==> config.mk <==
export PLATFORM = sky130hd
export DESIGN_NAME = phy_test_diag_irq_ctrl
export DESIGN_NICKNAME = d
export VERILOG_FILES = /design/src/rtl/mgmt_serial.v /design/src/rtl/phy_test_diag_irq_ctrl.v
export VERILOG_INCLUDE_DIRS = /design/src /design/src/common
export SDC_FILE = /design/constraint.sdc
export NUM_CORES = 1
export LEC_CHECK = 0
export ABC_AREA = 1
export BUFFER_PORTS_ARGS = -buffer_cell sky130_fd_sc_hd__buf_2
export CAP_MARGIN = 40
export CORE_ASPECT_RATIO = 1.25
export CORE_MARGIN = 5
export CORE_UTILIZATION = 57
export DETAILED_ROUTE_END_ITERATION = 12
export PLACE_DENSITY = 0.76
export SETUP_SLACK_MARGIN = 0.02
export SLEW_MARGIN = 25
export SYNTH_ARGS = -nofsm -noshare
export SYNTH_HDL_FRONTEND = slang
export SYNTH_SLANG_ARGS = --single-unit
==> constraint.sdc <==
create_clock -name ref_clk -period 4.5 [get_ports ref_clk]
set_input_delay 0.45 -clock ref_clk [delete_from_list [all_inputs] [get_ports ref_clk]]
set_output_delay 0.45 -clock ref_clk [all_outputs]
set_load 0.03 [all_outputs]
==> src/common/phy_diag_regs.vh <==
// Purpose: register offsets, field positions and reset values
// Assumes: 16-bit management registers, 5-bit register address
// Notes:   definitions only
`ifndef PHY_DIAG_REGS_VH
`define PHY_DIAG_REGS_VH

`define REG_BASIC_CONTROL   5'h00
`define REG_INT_CTRL_STAT   5'h1b
`define REG_CABLE_DIAG      5'h1d
`define REG_PHY_CONTROL_TWO 5'h1f

`define BC_SOFT_RESET       15
`define BC_LOOPBACK         14
`define BC_SPEED_100        13
`define BC_ANEG_ENABLE      12
`define BC_FULL_DUPLEX      8
`define BC_RESET_VALUE      16'h3100

`define IC_ENABLE_HI        15
`define IC_ENABLE_LO        8
`define IC_FLAG_HI          7
`define IC_FLAG_LO          0

`define CD_START            15
`define CD_RESULT_HI        14
`define CD_RESULT_LO        13
`define CD_COUNT_HI         8
`define CD_COUNT_LO         0
`define CD_RESULT_INVALID   2'h3
`define CD_RESULT_NORMAL    2'h0

`define P2_MDIX_SELECT      14
`define P2_AUTO_DISABLE     13
`define P2_INT_ACTIVE_HIGH  9
`define P2_TX_DISABLE       3
`define P2_REMOTE_LOOPBACK  2
`define P2_RESET_VALUE      16'h0000

`define MG_PREAMBLE_ONES    6'h20
`define MG_HEADER_LAST      6'h0b
`define MG_DATA_LAST        6'h0f
`define MG_OP_READ          2'h2
`define MG_OP_WRITE         2'h1
`define MG_BROADCAST_ADDR   5'h00

`endif

==> src/rtl/mgmt_serial.v <==
// Purpose: serial management slave on the two-wire clock and data pins
// Assumes: management clock far slower than ref_clk
// Notes:   both pins pass two flip-flops before use
`timescale 1ns/1ps
`include "phy_diag_regs.vh"

module mgmt_serial #(
	parameter [4:0] PHY_ADDR = 5'h01
) (
	input  wire        ref_clk,
	input  wire        rst_b,
	input  wire        clk_en,
	input  wire        mdc,
	input  wire        mdio_in,
	output reg         mdio_out,
	output reg         mdio_oe,
	output reg  [4:0]  reg_addr,
	output reg  [15:0] wr_data,
	output reg         wr_stb,
	output reg         rd_stb,
	input  wire [15:0] rd_data
);
	localparam [2:0] S_PRE = 3'h0;
	localparam [2:0] S_ST  = 3'h1;
	localparam [2:0] S_HDR = 3'h2;
	localparam [2:0] S_TA  = 3'h3;
	localparam [2:0] S_TA2 = 3'h4;
	localparam [2:0] S_DAT = 3'h5;

	reg  [1:0]  mdc_sync;
	reg  [1:0]  dio_sync;
	reg         mdc_last;
	reg  [2:0]  state;
	reg  [5:0]  cnt;
	reg  [11:0] hdr;
	reg  [15:0] shreg;
	reg         is_read;
	reg         is_write;
	wire        rise = mdc_sync[1] & ~mdc_last;
	wire        bit_in = dio_sync[1];
	wire [11:0] hdr_full = {hdr[10:0], bit_in};
	wire        match = (hdr_full[9:5] == PHY_ADDR) || (hdr_full[9:5] == `MG_BROADCAST_ADDR);

	always @(posedge ref_clk or negedge rst_b)
	begin
		if (!rst_b)
		begin
			mdc_sync <= 2'h0;
			dio_sync <= 2'h0;
			mdc_last <= 1'b0;
			state    <= S_PRE;
			cnt      <= 6'h00;
			hdr      <= 12'h000;
			shreg    <= 16'h0000;
			is_read  <= 1'b0;
			is_write <= 1'b0;
			mdio_out <= 1'b0;
			mdio_oe  <= 1'b0;
			reg_addr <= 5'h00;
			wr_data  <= 16'h0000;
			wr_stb   <= 1'b0;
			rd_stb   <= 1'b0;
		end
		else if (clk_en)
		begin
			mdc_sync <= {mdc_sync[0], mdc};
			dio_sync <= {dio_sync[0], mdio_in};
			mdc_last <= mdc_sync[1];
			wr_stb   <= 1'b0;
			rd_stb   <= 1'b0;
			if (rise)
			begin
				case (state)
				S_PRE:
					if (bit_in)
						cnt <= (cnt == `MG_PREAMBLE_ONES) ? cnt : cnt + 6'h01;
					else if (cnt == `MG_PREAMBLE_ONES)
						state <= S_ST;
					else
						cnt <= 6'h00;
				S_ST:
				begin
					cnt   <= 6'h00;
					state <= bit_in ? S_HDR : S_PRE;
				end
				S_HDR:
				begin
					hdr <= hdr_full;
					cnt <= cnt + 6'h01;
					if (cnt == `MG_HEADER_LAST)
					begin
						reg_addr <= hdr_full[4:0];
						is_read  <= match && (hdr_full[11:10] == `MG_OP_READ);
						is_write <= match && (hdr_full[11:10] == `MG_OP_WRITE);
						state    <= S_TA;
					end
				end
				S_TA:
				begin
					if (is_read)
					begin
						rd_stb   <= 1'b1;
						shreg    <= rd_data;
						mdio_oe  <= 1'b1;
						mdio_out <= 1'b0;
					end
					state <= S_TA2;
				end
				S_TA2:
				begin
					if (is_read)
					begin
						mdio_out <= shreg[15];
						shreg    <= {shreg[14:0], 1'b0};
					end
					cnt   <= 6'h00;
					state <= S_DAT;
				end
				S_DAT:
				begin
					cnt <= cnt + 6'h01;
					if (is_read)
					begin
						mdio_out <= shreg[15];
						shreg    <= {shreg[14:0], 1'b0};
					end
					else
						shreg <= {shreg[14:0], bit_in};
					if (cnt == `MG_DATA_LAST)
					begin
						wr_stb   <= is_write;
						wr_data  <= {shreg[14:0], bit_in};
						mdio_oe  <= 1'b0;
						mdio_out <= 1'b0;
						cnt      <= 6'h00;
						state    <= S_PRE;
					end
				end
				default:
				begin
					cnt   <= 6'h00;
					state <= S_PRE;
				end
				endcase
			end
		end
	end
endmodule // mgmt_serial

==> src/rtl/phy_test_diag_irq_ctrl.v <==
// Purpose: interrupt, crossover, loopback and cable diagnostic control
// Assumes: event and analog status inputs come from ref_clk logic
// Notes:   registers reached only through the serial management pins
`timescale 1ns/1ps
`include "phy_diag_regs.vh"

module phy_test_diag_irq_ctrl #(
	parameter [4:0]  PHY_ADDR     = 5'h01,
	parameter        REDUCED_PIN  = 0,
	parameter [15:0] QUIET_LIMIT  = 16'h1000,
	parameter [15:0] ECHO_LIMIT   = 16'h1000
) (
	input  wire       ref_clk,
	input  wire       rst_b,
	input  wire       clk_en,
	input  wire       mdc,
	input  wire       mdio_in,
	output wire       mdio_out,
	output wire       mdio_oe,
	input  wire [7:0] irq_event,
	output reg        interrupt_request_pin,
	input  wire       partner_swapped,
	output reg        mdix_select,
	input  wire       resolved_100,
	input  wire       resolved_full,
	output reg        speed_100,
	output reg        full_duplex,
	output reg        aneg_enable,
	output reg        local_loopback,
	output reg        remote_loopback,
	output reg        line_tx_enable,
	output reg        tdr_quiet_req,
	input  wire       partner_silent,
	output reg        tdr_fire,
	input  wire       tdr_done,
	input  wire [1:0] tdr_result,
	input  wire [8:0] tdr_count
);
	localparam [1:0] D_IDLE  = 2'h0;
	localparam [1:0] D_QUIET = 2'h1;
	localparam [1:0] D_FIRE  = 2'h2;
	localparam [1:0] D_WAIT  = 2'h3;

	wire [4:0]  reg_addr;
	wire [15:0] wr_data;
	wire        wr_stb;
	wire        rd_stb;
	reg  [15:0] rd_data;

	reg  [15:0] basic_control;
	reg  [7:0]  int_enable;
	reg  [7:0]  int_flags;
	reg  [15:0] phy_control_two;
	reg         diag_start;
	reg  [1:0]  diag_result;
	reg  [8:0]  diag_count;
	reg  [1:0]  diag_state;
	reg  [15:0] diag_timer;
	reg  [7:0]  next_flags;
	reg         int_active;

	wire wr_bc  = wr_stb && (reg_addr == `REG_BASIC_CONTROL);
	wire wr_ic  = wr_stb && (reg_addr == `REG_INT_CTRL_STAT);
	wire wr_cd  = wr_stb && (reg_addr == `REG_CABLE_DIAG);
	wire wr_p2  = wr_stb && (reg_addr == `REG_PHY_CONTROL_TWO);
	wire rd_ic  = rd_stb && (reg_addr == `REG_INT_CTRL_STAT);
	wire soft_reset = wr_bc && wr_data[`BC_SOFT_RESET];

	wire auto_xover = ~phy_control_two[`P2_AUTO_DISABLE];
	wire aneg_on = basic_control[`BC_ANEG_ENABLE];

	mgmt_serial #(
		.PHY_ADDR (PHY_ADDR)
	) u_mgmt (
		.ref_clk  (ref_clk),
		.rst_b    (rst_b),
		.clk_en   (clk_en),
		.mdc      (mdc),
		.mdio_in  (mdio_in),
		.mdio_out (mdio_out),
		.mdio_oe  (mdio_oe),
		.reg_addr (reg_addr),
		.wr_data  (wr_data),
		.wr_stb   (wr_stb),
		.rd_stb   (rd_stb),
		.rd_data  (rd_data)
	);

	// read mux, unmapped addresses read zero
	always @*
	begin
		rd_data = 16'h0000;
		case (reg_addr)
		`REG_BASIC_CONTROL:
			rd_data = basic_control;
		`REG_INT_CTRL_STAT:
			rd_data = {int_enable, int_flags};
		`REG_CABLE_DIAG:
		begin
			rd_data[`CD_START] = diag_start;
			rd_data[`CD_RESULT_HI:`CD_RESULT_LO] = diag_result;
			rd_data[`CD_COUNT_HI:`CD_COUNT_LO] = diag_count;
		end
		`REG_PHY_CONTROL_TWO:
			rd_data = phy_control_two;
		default:
			rd_data = 16'h0000;
		endcase
	end

	// a new event in the clearing cycle survives
	always @*
	begin
		next_flags = int_flags;
		if (rd_ic)
			next_flags = 8'h00;
		next_flags = next_flags | irq_event;
	end

	always @*
	begin
		int_active = |(int_flags & int_enable);
	end

	// management registers
	always @(posedge ref_clk or negedge rst_b)
	begin
		if (!rst_b)
		begin
			basic_control   <= `BC_RESET_VALUE;
			int_enable      <= 8'h00;
			int_flags       <= 8'h00;
			phy_control_two <= `P2_RESET_VALUE;
		end
		else if (clk_en)
		begin
			int_flags <= next_flags;
			if (soft_reset)
			begin
				basic_control   <= `BC_RESET_VALUE;
				int_enable      <= 8'h00;
				int_flags       <= irq_event;
				phy_control_two <= `P2_RESET_VALUE;
			end
			else
			begin
				if (wr_bc)
					basic_control <= wr_data;
				if (wr_ic)
					int_enable <= wr_data[`IC_ENABLE_HI:`IC_ENABLE_LO];
				if (wr_p2)
					phy_control_two <= wr_data;
			end
		end
	end

	// pin and mode outputs, all registered
	always @(posedge ref_clk or negedge rst_b)
	begin
		if (!rst_b)
		begin
			interrupt_request_pin <= 1'b1;
			mdix_select           <= 1'b0;
			speed_100             <= 1'b0;
			full_duplex           <= 1'b0;
			aneg_enable           <= 1'b1;
			local_loopback        <= 1'b0;
			remote_loopback       <= 1'b0;
			line_tx_enable        <= 1'b1;
		end
		else if (clk_en)
		begin
			interrupt_request_pin <= phy_control_two[`P2_INT_ACTIVE_HIGH] ? int_active : ~int_active;
			if (auto_xover)
				mdix_select <= partner_swapped;
			else
				mdix_select <= phy_control_two[`P2_MDIX_SELECT];
			aneg_enable <= aneg_on;
			speed_100   <= aneg_on ? resolved_100 : basic_control[`BC_SPEED_100];
			full_duplex <= aneg_on ? resolved_full : basic_control[`BC_FULL_DUPLEX];
			// forced full duplex only
			local_loopback <= basic_control[`BC_LOOPBACK] & ~aneg_on
				& basic_control[`BC_FULL_DUPLEX];
			// needs 100 full, forced or negotiated
			remote_loopback <= phy_control_two[`P2_REMOTE_LOOPBACK]
				& speed_100 & full_duplex;
			// reduced-pin variant keeps looped frames off the line
			line_tx_enable <= ~phy_control_two[`P2_TX_DISABLE]
				& ~(local_loopback & (REDUCED_PIN != 0));
		end
	end

	// cable diagnostic sequencer
	always @(posedge ref_clk or negedge rst_b)
	begin
		if (!rst_b)
		begin
			diag_state    <= D_IDLE;
			diag_start    <= 1'b0;
			diag_result   <= `CD_RESULT_NORMAL;
			diag_count    <= 9'h000;
			diag_timer    <= 16'h0000;
			tdr_quiet_req <= 1'b0;
			tdr_fire      <= 1'b0;
		end
		else if (clk_en)
		begin
			tdr_fire <= 1'b0;
			case (diag_state)
			D_IDLE:
			begin
				tdr_quiet_req <= 1'b0;
				if (wr_cd && wr_data[`CD_START] && !soft_reset)
				begin
					diag_start    <= 1'b1;
					diag_timer    <= 16'h0000;
					tdr_quiet_req <= 1'b1;
					diag_state    <= D_QUIET;
				end
			end
			D_QUIET:
			begin
				diag_timer <= diag_timer + 16'h0001;
				if (partner_silent)
				begin
					tdr_fire   <= 1'b1;
					diag_timer <= 16'h0000;
					diag_state <= D_FIRE;
				end
				else if (diag_timer == QUIET_LIMIT)
				begin
					// partner never quiet: report invalid, no pulse
					diag_result   <= `CD_RESULT_INVALID;
					diag_count    <= 9'h000;
					diag_start    <= 1'b0;
					tdr_quiet_req <= 1'b0;
					diag_state    <= D_IDLE;
				end
			end
			D_FIRE:
				diag_state <= D_WAIT;
			D_WAIT:
			begin
				diag_timer <= diag_timer + 16'h0001;
				if (tdr_done)
				begin
					diag_result   <= tdr_result;
					diag_count    <= tdr_count;
					diag_start    <= 1'b0;
					tdr_quiet_req <= 1'b0;
					diag_state    <= D_IDLE;
				end
				else if (diag_timer == ECHO_LIMIT)
				begin
					diag_result   <= `CD_RESULT_INVALID;
					diag_count    <= 9'h000;
					diag_start    <= 1'b0;
					tdr_quiet_req <= 1'b0;
					diag_state    <= D_IDLE;
				end
			end
			default:
				diag_state <= D_IDLE;
			endcase
			if (soft_reset)
			begin
				diag_state    <= D_IDLE;
				diag_start    <= 1'b0;
				tdr_quiet_req <= 1'b0;
			end
		end
	end
endmodule // phy_test_diag_irq_ctrl

==> out/qor.yml, run 1 <==
outcome: "complete, but fails checks"
violations: "negative hold slack"
rsz0062_at_grt: "no"
synth.top_cell.area_share_pct: 47.7
slew_violations: 0
setup-tns-final_ns: 0
hold_buffers: 0
syn_to_final_growth_pct: 11.6
yosys-top-cells-area: "dfrtp_1 (48%), nand2_1 (14%), nor2_1 (6.1%)"
max_slew_margin_pct: 53.1
fin_crit_ns: 2.21
grt_max_degree: 63
end_kind: "register"
clock.fmax_mhz: 452
rr_startpoint: "u_mgmt.reg_addr[2]"
cts_made_buffers: 17
syn_nets: 1048
clock_skew_ns: 0.00821
cts_tree: "done"
num-fill-cells: 1154
rows: 48
core-area_mm2: 0.0137
fin_ws_ns: 2.29
worstSetupPathType: "reg -> reg"
p_sw_share_pct: 26.6
netSwitchingPower_mw: 0.929
cellPowerDensity_mw_per_mm2: 398
yosysSeqAreaShare_pct: 49.7
cts.repair.resized: 0
drt-initial-drc-count: 640
detail_route.wl_per_cell_um: 14.9
via_per_inst: 5.35
final_nets: 1081
worstPathRequired_ns: 4.82
comb_power_share_pct: 11.8
hold_class: "in -> async"
seq_power_share_pct: 46.1
mostFrequentLayoutCell: "nand2_1"
ys_ff_latch: 156
gp_congestion: 0.920
wl_um: 18400
power.internal_mw: 2.56
leakagePower_nw: 4.40
grt.overflow.total: 0
p_total_mw: 3.49
post-route-drc-count: 0
maxCapViolCount: 0
dieHeight_um: 141
regToRegSetupSlack_ns: 2.29
num_vias: 6596
cts_root_buffer: "clkbuf_16"
ir_worst_vdd_mv: 0.311
period_share_pct: 49.2
diodes: 0
clk_pin_slew_ns: 0.06
cp-start-kind: "register"
numPortBuffers: 40
grt_pass1_vias: 6419
setup_viol: 0
layout_common_cells: "nand2_1 (287), dfrtp_1 (150), nor2_1 (127), inv_1 (101), nand3_1 (83)"
cts.sinks: 156
clkPwrFrac_pct: 42.1
place_hpwl_um: 12800
ys_types: 44
antenna_found_initial: 0
track_usage_pct: 24.0
die_w_um: 115
syn_area_mm2: 0.00787
dp_slack_ns: 1.78
grt_pass1_wl_um: 31100
first_pass_iters: 5
initial_core_util_pct: 57.5
cp-startpoint: "u_mgmt.reg_addr[2]"
synth_area_per_cell_um2: 7.79
syn_inst: 1011
synth_warnings: 0
synth_top_cell_by_area: "dfrtp_1"
cp.arrival_ns: 2.53
cp_max_fo: 25
post-cts-setup-buffers: 0
dieArea_mm2: 0.0163
clockBufferDepth: 2
htree_levels: 4
layout-drive-gt1-share_pct: 13.0
whs_ns: -0.00300
worst_pin_slew_ns: 0.698
ant_nets: 0
clkLatencyLatePin_ns: 0.43
hold_violations: 4
ios: 41
## worst paths after layout
check	end	cells past startpoint
setup / recovery	diag_timer[10]	7
hold / removal	diag_timer[1]	1
setup reg to reg	diag_timer[10]	7
hold reg to reg	phy_control_two[7]	2
max in group asynchronous	phy_control_two[11]	2
min in group ref_clk	int_flags[0]	3
## state kept, by name, summed over array words and instances, names as in the netlist, 2 cells and up
name,flops
basic_control,16
u_mgmt.hdr,11
u_mgmt.mdc_sync,2
diag_count,9
int_flags,8
diag_timer,16
diag_result,2
phy_control_two,16
int_enable,8
diag_state,2
u_mgmt.dio_sync,2
u_mgmt.shreg,16
u_mgmt.reg_addr,5
u_mgmt.wr_data,16
u_mgmt.state,3
u_mgmt.cnt,6
## worst max-delay path, stage by stage, from the launching register on
cell and delay, ns:
dfrtp_1 0.42, inv_2 0.08, nor2_4 0.47, nand3_2 0.24, a21oi_4 0.48, nand2_2 0.23, nand3_1 0.15, inv_1 0.04
## cells by family (layout without fill, tap and decap cells)
group / count (synthesis) / after routing / synth area share (%)
compound gates: 157 / 157 / 11.5
xor+xnor: 3 / 3 / 0.334
fa+ha+maj: 8 / 8 / 1.27
buf+inv: 148 / 194 / 7.87
flops: 156 / 156 / 49.7
mux: 1 / 1 / 0.127
simple gates: 538 / 538 / 29.2
## final cells by class
class	instances	area [µm²]	share of cell area, %
inverter	114	430	4.90
multi-input combinational	707	3340	38.0
timing repair buffer	48	282	3.20
clock inverter	11	141	1.61
tap	175	219	2.49
clock buffer	21	460	5.24
sequential	156	3910	44.5
## power groups by stage
stage / Combinational [mW] / Clock (mW) / Sequential, mW
floorplan: 0.276 / 0 / 1.64
global placement: 0.400 / 0 / 1.63
detailed placement: 0.414 / 0 / 1.63
CTS: 0.417 / 1.48 / 1.61
global route: 0.482 / 1.54 / 1.63
finish: 0.412 / 1.47 / 1.61
## Yosys cell counts (all sizes together)
library cell and n:
nand2 293, dfrtp 150, nor2 134, inv 113
o21ai 105, nand3 86, a21oi 39, buf 20
clkbuf 14, nand4 10, o21bai 9, ha 8
nor3 8, dfstp 6, or2 4, nand3b 2
xnor2 2, a21boi 1, a22o 1, a31oi 1
clkinv 1, mux2i 1, nor4 1, o22ai 1
xor2 1
## per-layer routing
layer  vias up  track usage [%]  wire (µm)  share of wire [%]
li1       3277                -          -                  -
met1      3107             32.1       8110                 44
met2       179             37.9       8740                 48
met3        33             4.61        937                5.1
met4         0             10.8        597                3.2
met5         -                0          0                  0
## through the flow
step	cell area [µm²]	util, %	instances
2_1_floorplan	7870	-	1011
3_3_place_gp	8130	59.4	1195
3_5_place_dp	8160	59.6	1197
4_1_cts	8760	64.0	1229
5_1_grt	8780	64.2	1232
6_report	8780	64.2	1232
No activity file was read; power rests on OpenSTA's default activity.
==> run 2: changes to the inputs <==
Clock period 4.5 ns to 2.25 ns, I/O delays scaled along.
==> run 2 against run 1 <==
The run now ends clean. First-iteration DRC count fell by 23%. Non-clock buffer count up 21. Clock-buffer cell count up 1. Highest routed layer unchanged. Critical endpoint is now phy_control_two[13]. Sequential power grew 100%.
==> out/qor.yml, run 2 (synthesis results as in run 1) <==
outcome: "completed"
detail_route.wl_per_cell_um: 14.6  # -2.4%
first_pass_iters: 8  # +3
layout_common_cells: "nand2_1 (287), dfrtp_1 (150), nor2_1 (127), inv_1 (101), nand3_1 (83)"
layout-drive-gt1-share_pct: 14.0  # +1.1 points
p_total_mw: 6.71  # +92%
setup-tns-final_ns: 0  # unchanged
ant_nets: 0  # unchanged
min_from: "tdr_count[1]"
regToRegSetupSlack_ns: 0.31  # -1.98 ns
dieArea_mm2: 0.0163  # unchanged
grt.overflow.total: 0  # unchanged
comb_power_share_pct: 12.6  # +0.8 points
grt_pass1_wl_um: 30700  # -1.1%
via_per_inst: 5.31  # -0.82%
cp-start-kind: "register"
cts_made_buffers: 17  # unchanged
dp_slack_ns: 0.336  # -1.44 ns
hold_depth: 3
core-area_mm2: 0.0137  # unchanged
clock.fmax_mhz: 515  # +14%
syn_to_final_growth_pct: 13.1
cp.arrival_ns: 2.25  # -0.28 ns
finalInstanceArea_mm2: 0.00890  # +1.4%
cts_tree: "done"
post-cts-setup-buffers: 0  # unchanged
slew_violations: 0  # unchanged
p_sw_share_pct: 27.4  # +0.84 points
htree_levels: 4  # unchanged
num-fill-cells: 1172  # +1.6%
worst_pin_slew_ns: 0.673  # -0.0256 ns
hold_class: "in -> reg"
grt_pass1_vias: 6442  # +0.36%
place_hpwl_um: 13200  # +2.9%
cts.repair.resized: 0  # unchanged
r2r_end: "phy_control_two[13]"
mostFrequentLayoutCell: "nand2_1"
dieHeight_um: 141  # unchanged
netSwitchingPower_mw: 1.84  # +98%
wl_um: 18200  # -0.81%
fin_crit_ns: 1.94  # -0.273 ns
gp_congestion: 0.949  # +3.1%
placed_cell_area_mm2: 0.00829  # +1.5%
power.internal_mw: 4.87  # +90%
seq_power_share_pct: 48.1  # +2.0 points
cts_root_buffer: "clkbuf_16"
hold_violations: 0  # -4
rsz0062_at_grt: "no"
rows: 48  # unchanged
rr_startpoint: "u_mgmt.reg_addr[2]"
post-route-drc-count: 0  # unchanged
hold-path-endpoint: "diag_count[1]"
rr_worst_depth: 8  # +1
cellPowerDensity_mw_per_mm2: 753  # +89%
diodes: 0  # unchanged
worstSetupPathType: "reg -> reg"
antenna_found_initial: 0  # unchanged
max_slew_margin_pct: 55.0  # +1.9 points
clock_skew_ns: 0.0129  # +0.00472 ns
cts.sinks: 156  # unchanged
initial_core_util_pct: 57.5  # unchanged
die_w_um: 115  # unchanged
maxCapViolCount: 0  # unchanged
grt_max_degree: 61  # -3.2%
clkLatencyLatePin_ns: 0.43  # about the same
num_vias: 6648  # +0.79%
final_nets: 1102  # +1.9%
period_share_pct: 86.2  # +37 points
leakagePower_nw: 4.46  # +1.5%
setup_viol: 0  # unchanged
numPortBuffers: 40  # unchanged
clk_pin_slew_ns: 0.06  # about the same
cp_max_fo: 26  # +4.0%
clkPwrFrac_pct: 39.3  # -2.8 points
fin_ws_ns: 0.310  # -1.98 ns
clockBufferDepth: 2  # unchanged
drt-initial-drc-count: 492  # -23%
track_usage_pct: 23.8  # -0.16 points
end_kind: "register"
worstPathRequired_ns: 2.56  # -2.26 ns
ios: 41  # unchanged
ir_worst_vdd_mv: 0.506  # +63%
-- run 2: cell count changes in the layout (fill, tap and decap cells not counted), sizes merged --
cell / delta
inv: -1
bufinv: -3
dlygate4sd3: +7
clkbuf: +1
clkinvlp: +2
buf: +14
-- run 2: through the flow --
step | cells | hold WS, ns | util, %
after floorplan | 1011 | -0.0706 | -
after global placement | 1214 | 0.240 | 60.5
after detailed placement | 1214 | 0.237 | 60.5
after CTS | 1252 | 0.00209 | 65.0
after global routing | 1252 | 0.00177 | 65.0
final | 1252 | 0.0134 | 65.0
-- run 2: routing by layer --
layer / track usage (%) / share of wire [%] / vias up
met5: 0 / 0 / -
met1: 31.2 / 44 / 3080
met4: 10.4 / 3.5 / 0
li1: - / - / 3330
met2: 38.3 / 47 / 194
met3: 4.95 / 5.7 / 44
-- run 2: power groups by stage --
stage | logic (mW) | clock network, mW | registers, mW
6_report | 0.844 | 2.64 | 3.23
4_1_cts | 0.856 | 2.67 | 3.23
3_3_place_gp | 0.821 | 0 | 3.26
3_5_place_dp | 0.839 | 0 | 3.27
5_1_grt | 0.987 | 2.80 | 3.26
2_1_floorplan | 0.551 | 0 | 3.27
-- run 2: final cells by class --
cell class	instances	area (µm²)	area share, %
Sequential cell	156	3910	43.9
Inverter	114	430	4.83
Timing Repair Buffer	69	454	5.10
Clock buffer	22	484	5.44
Clock inverter	9	65.1	0.731
Multi-Input combinational cell	707	3340	37.5
Tap cell	175	219	2.46
-- run 2: how the worst max path moves through the flow --
stage	from	slack (ns)	endpoint
6_report	u_mgmt.reg_addr[2]	0.31	phy_control_two[13]
5_1_grt	diag_state[1]	0.12	diag_count[3]
4_1_cts	u_mgmt.reg_addr[2]	0.30	phy_control_two[13]
3_5_place_dp	u_mgmt.reg_addr[2]	0.34	phy_control_two[10]
3_3_place_gp	u_mgmt.reg_addr[2]	0.40	phy_control_two[0]
2_1_floorplan	diag_state[1]	0.65	diag_count[0]
-- run 2: timing repair --
| item | in CTS | in global routing |
|---|---|---|
| hold buffers | 7 | 0 |
| hold endpoints to repair | 58 | 0 |
| setup endpoints to repair | 0 | 0 |
-- run 2: critical path, cell delays in order, from the launching register on --
cell     delay, ns
dfrtp_1       0.44
nor2_1        0.25
nand3_4       0.19
nor2_8        0.22
nand2_2       0.20
o21ai_4       0.16
inv_4         0.17
nand2_1       0.13
o21ai_2       0.05
==> run 3: changes to the inputs <==
Settings changed: RECOVER_POWER set to 100.
==> run 3 against run 2 <==
The flow now finishes with violations (max-capacitance violations, max-slew violations). Die area did not move. Critical path depth rose by 1. First-iteration DRC count fell by 1.2%. Sequential power barely moved. Wire length fell by 0.31%. Core utilization fell by 0.97 points. Combinational power fell by 3.6%. Worst hold slack improved by 0.0023 ns. Critical endpoint is now phy_control_two[14]. Largest power group unchanged.
==> out/qor.yml, run 3 (synthesis results as in run 1) <==
rows: 48  # unchanged
clock_skew_ns: 0.0128  # -0.000153 ns
htree_levels: 4  # unchanged
cp.arrival_ns: 2.30  # +0.05 ns
ios: 41  # unchanged
post-cts-setup-buffers: 0  # unchanged
antenna_found_initial: 0  # unchanged
r2r_end: "phy_control_two[14]"
max_slew_margin_pct: -1.67  # -57 points
fin_crit_ns: 2.02  # +0.0755 ns
grt_max_degree: 61  # unchanged
rsz0062_at_grt: "no"
numPortBuffers: 40  # unchanged
clock.fmax_mhz: 496  # -3.7%
period_share_pct: 89.6  # +3.4 points
leakagePower_nw: 4.37  # -2.0%
setup_viol: 0  # unchanged
cts.repair.resized: 0  # unchanged
core-area_mm2: 0.0137  # unchanged
diodes: 0  # unchanged
outcome: "complete, but fails checks"
hold_buffers: 7  # unchanged
grt.overflow.total: 0  # unchanged
worstSetupPathType: "reg -> reg"
end_kind: "register"
crit_end: "phy_control_two[14]"
cp_max_fo: 26  # unchanged
cts_root_buffer: "clkbuf_16"
fin_ws_ns: 0.234  # -0.0755 ns
dp_slack_ns: 0.336  # unchanged
via_per_inst: 5.31  # about the same
fin_util_pct: 64.1  # -0.97 points
cts_tree: "done"
regToRegSetupSlack_ns: 0.23  # -0.08 ns
violations: "max-capacitance violations, max-slew violations"
wl_um: 18200  # -0.31%
place_hpwl_um: 13200  # unchanged
layout_common_cells: "nand2_1 (289), dfrtp_1 (150), nor2_1 (128), inv_1 (106), o21ai_0 (101)"
maxCapViolCount: 1  # +1
clk_pin_slew_ns: 0.06  # about the same
grt_pass1_wl_um: 30700  # unchanged
multi_input_area_mm2: 0.00325  # -2.6%
num_vias: 6652  # +0.060%
ir_worst_vdd_mv: 0.537  # +6.1%
die_w_um: 115  # unchanged
mostFrequentLayoutCell: "nand2_1"
rr_startpoint: "u_mgmt.reg_addr[0]"
final_nets: 1102  # unchanged
clockBufferDepth: 2  # unchanged
first_pass_iters: 5  # -3
cts_made_buffers: 17  # unchanged
post-route-drc-count: 0  # unchanged
initial_core_util_pct: 57.5  # unchanged
grt_pass1_vias: 6442  # unchanged
cp-start-kind: "register"
hold_class: "in -> reg"
num-fill-cells: 1214  # +3.6%
ant_nets: 0  # unchanged
rr_worst_depth: 9  # +1
slew_violations: 60  # +60
setup-tns-final_ns: 0  # unchanged
gp_congestion: 0.949  # unchanged
syn_to_final_growth_pct: 11.4
cts.sinks: 156  # unchanged
track_usage_pct: 23.8  # unchanged
dieArea_mm2: 0.0163  # unchanged
clkLatencyLatePin_ns: 0.43  # about the same
worstPathRequired_ns: 2.54  # -0.02 ns
hold_violations: 0  # unchanged
layout-drive-gt1-share_pct: 9.94  # -4.1 points
cp-startpoint: "u_mgmt.reg_addr[0]"
detail_route.wl_per_cell_um: 14.5  # -0.31%
regArea_mm2: 0.00391  # unchanged
cellPowerDensity_mw_per_mm2: 761  # +1.0%
drt-initial-drc-count: 486  # -1.2%
worst_pin_slew_ns: 1.53  # +0.852 ns
dieHeight_um: 141  # unchanged
-- run 3: changes by cell type in the layout (fill, tap and decap cells not counted), sizes merged --
cell	before	now
clkbuf	22	44
buf	62	40
-- run 3: worst min path at each step --
stage,start,to,cells past startpoint
finish,tdr_count[1],diag_count[1],3
global route,tdr_count[1],diag_count[1],3
CTS,tdr_count[1],diag_count[1],3
detailed placement,rst_b,diag_timer[0],1
global placement,rst_b,diag_timer[0],1
floorplan,rst_b,basic_control[0],0
-- run 3: layout make-up --
class                      instances  share of cell area [%]
sequential                       156                    44.6
multi-input combinational        707                    37.1
clock buffer                      22                    5.52
inverter                         114                    4.91
timing repair buffer              69                    4.66
tap                              175                    2.50
clock inverter                     9                   0.742
-- run 3: metal layers --
| metal | wire length, µm | share of wire [%] | global-route usage, % | vias to the layer above |
|---|---|---|---|---|
| li1 | - | - | - | 3334 |
| met1 | 7990 | 44 | 31.2 | 3076 |
| met2 | 8520 | 47 | 38.3 | 198 |
| met3 | 1030 | 5.7 | 4.95 | 44 |
| met4 | 646 | 3.6 | 10.4 | 0 |
| met5 | 0 | 0 | 0 | - |
-- run 3: report_power, final --
part           internal (mW)  total (mW)  leakage [nW]  switching [mW]
Combinational          0.276       0.814          2.18           0.538
Clock                   1.52        2.64         0.256            1.12
Sequential              3.06        3.22          1.94           0.166
Total                   4.85        6.67          4.37            1.82
-- run 3: critical path, cell delays in order (launching register included) --
cell	delay, ns
dfrtp_1	0.38
nand2_1	0.08
inv_1	0.31
nand2_1	0.14
nor2_2	0.25
nand2_1	0.14
o21ai_4	0.24
inv_4	0.16
nand2_1	0.09
o21ai_0	0.09
-- run 3: stage by stage --
step	hold slack (ns)	power [mW]	instances	instance area, µm²
finish	0.0157	6.67	1252	8770
global route	0.00177	7.02	1252	8770
CTS	0.00209	6.76	1252	8900
detailed placement	0.237	4.11	1214	8290
global placement	0.240	4.09	1214	8290
floorplan	-0.0706	3.82	1011	7870
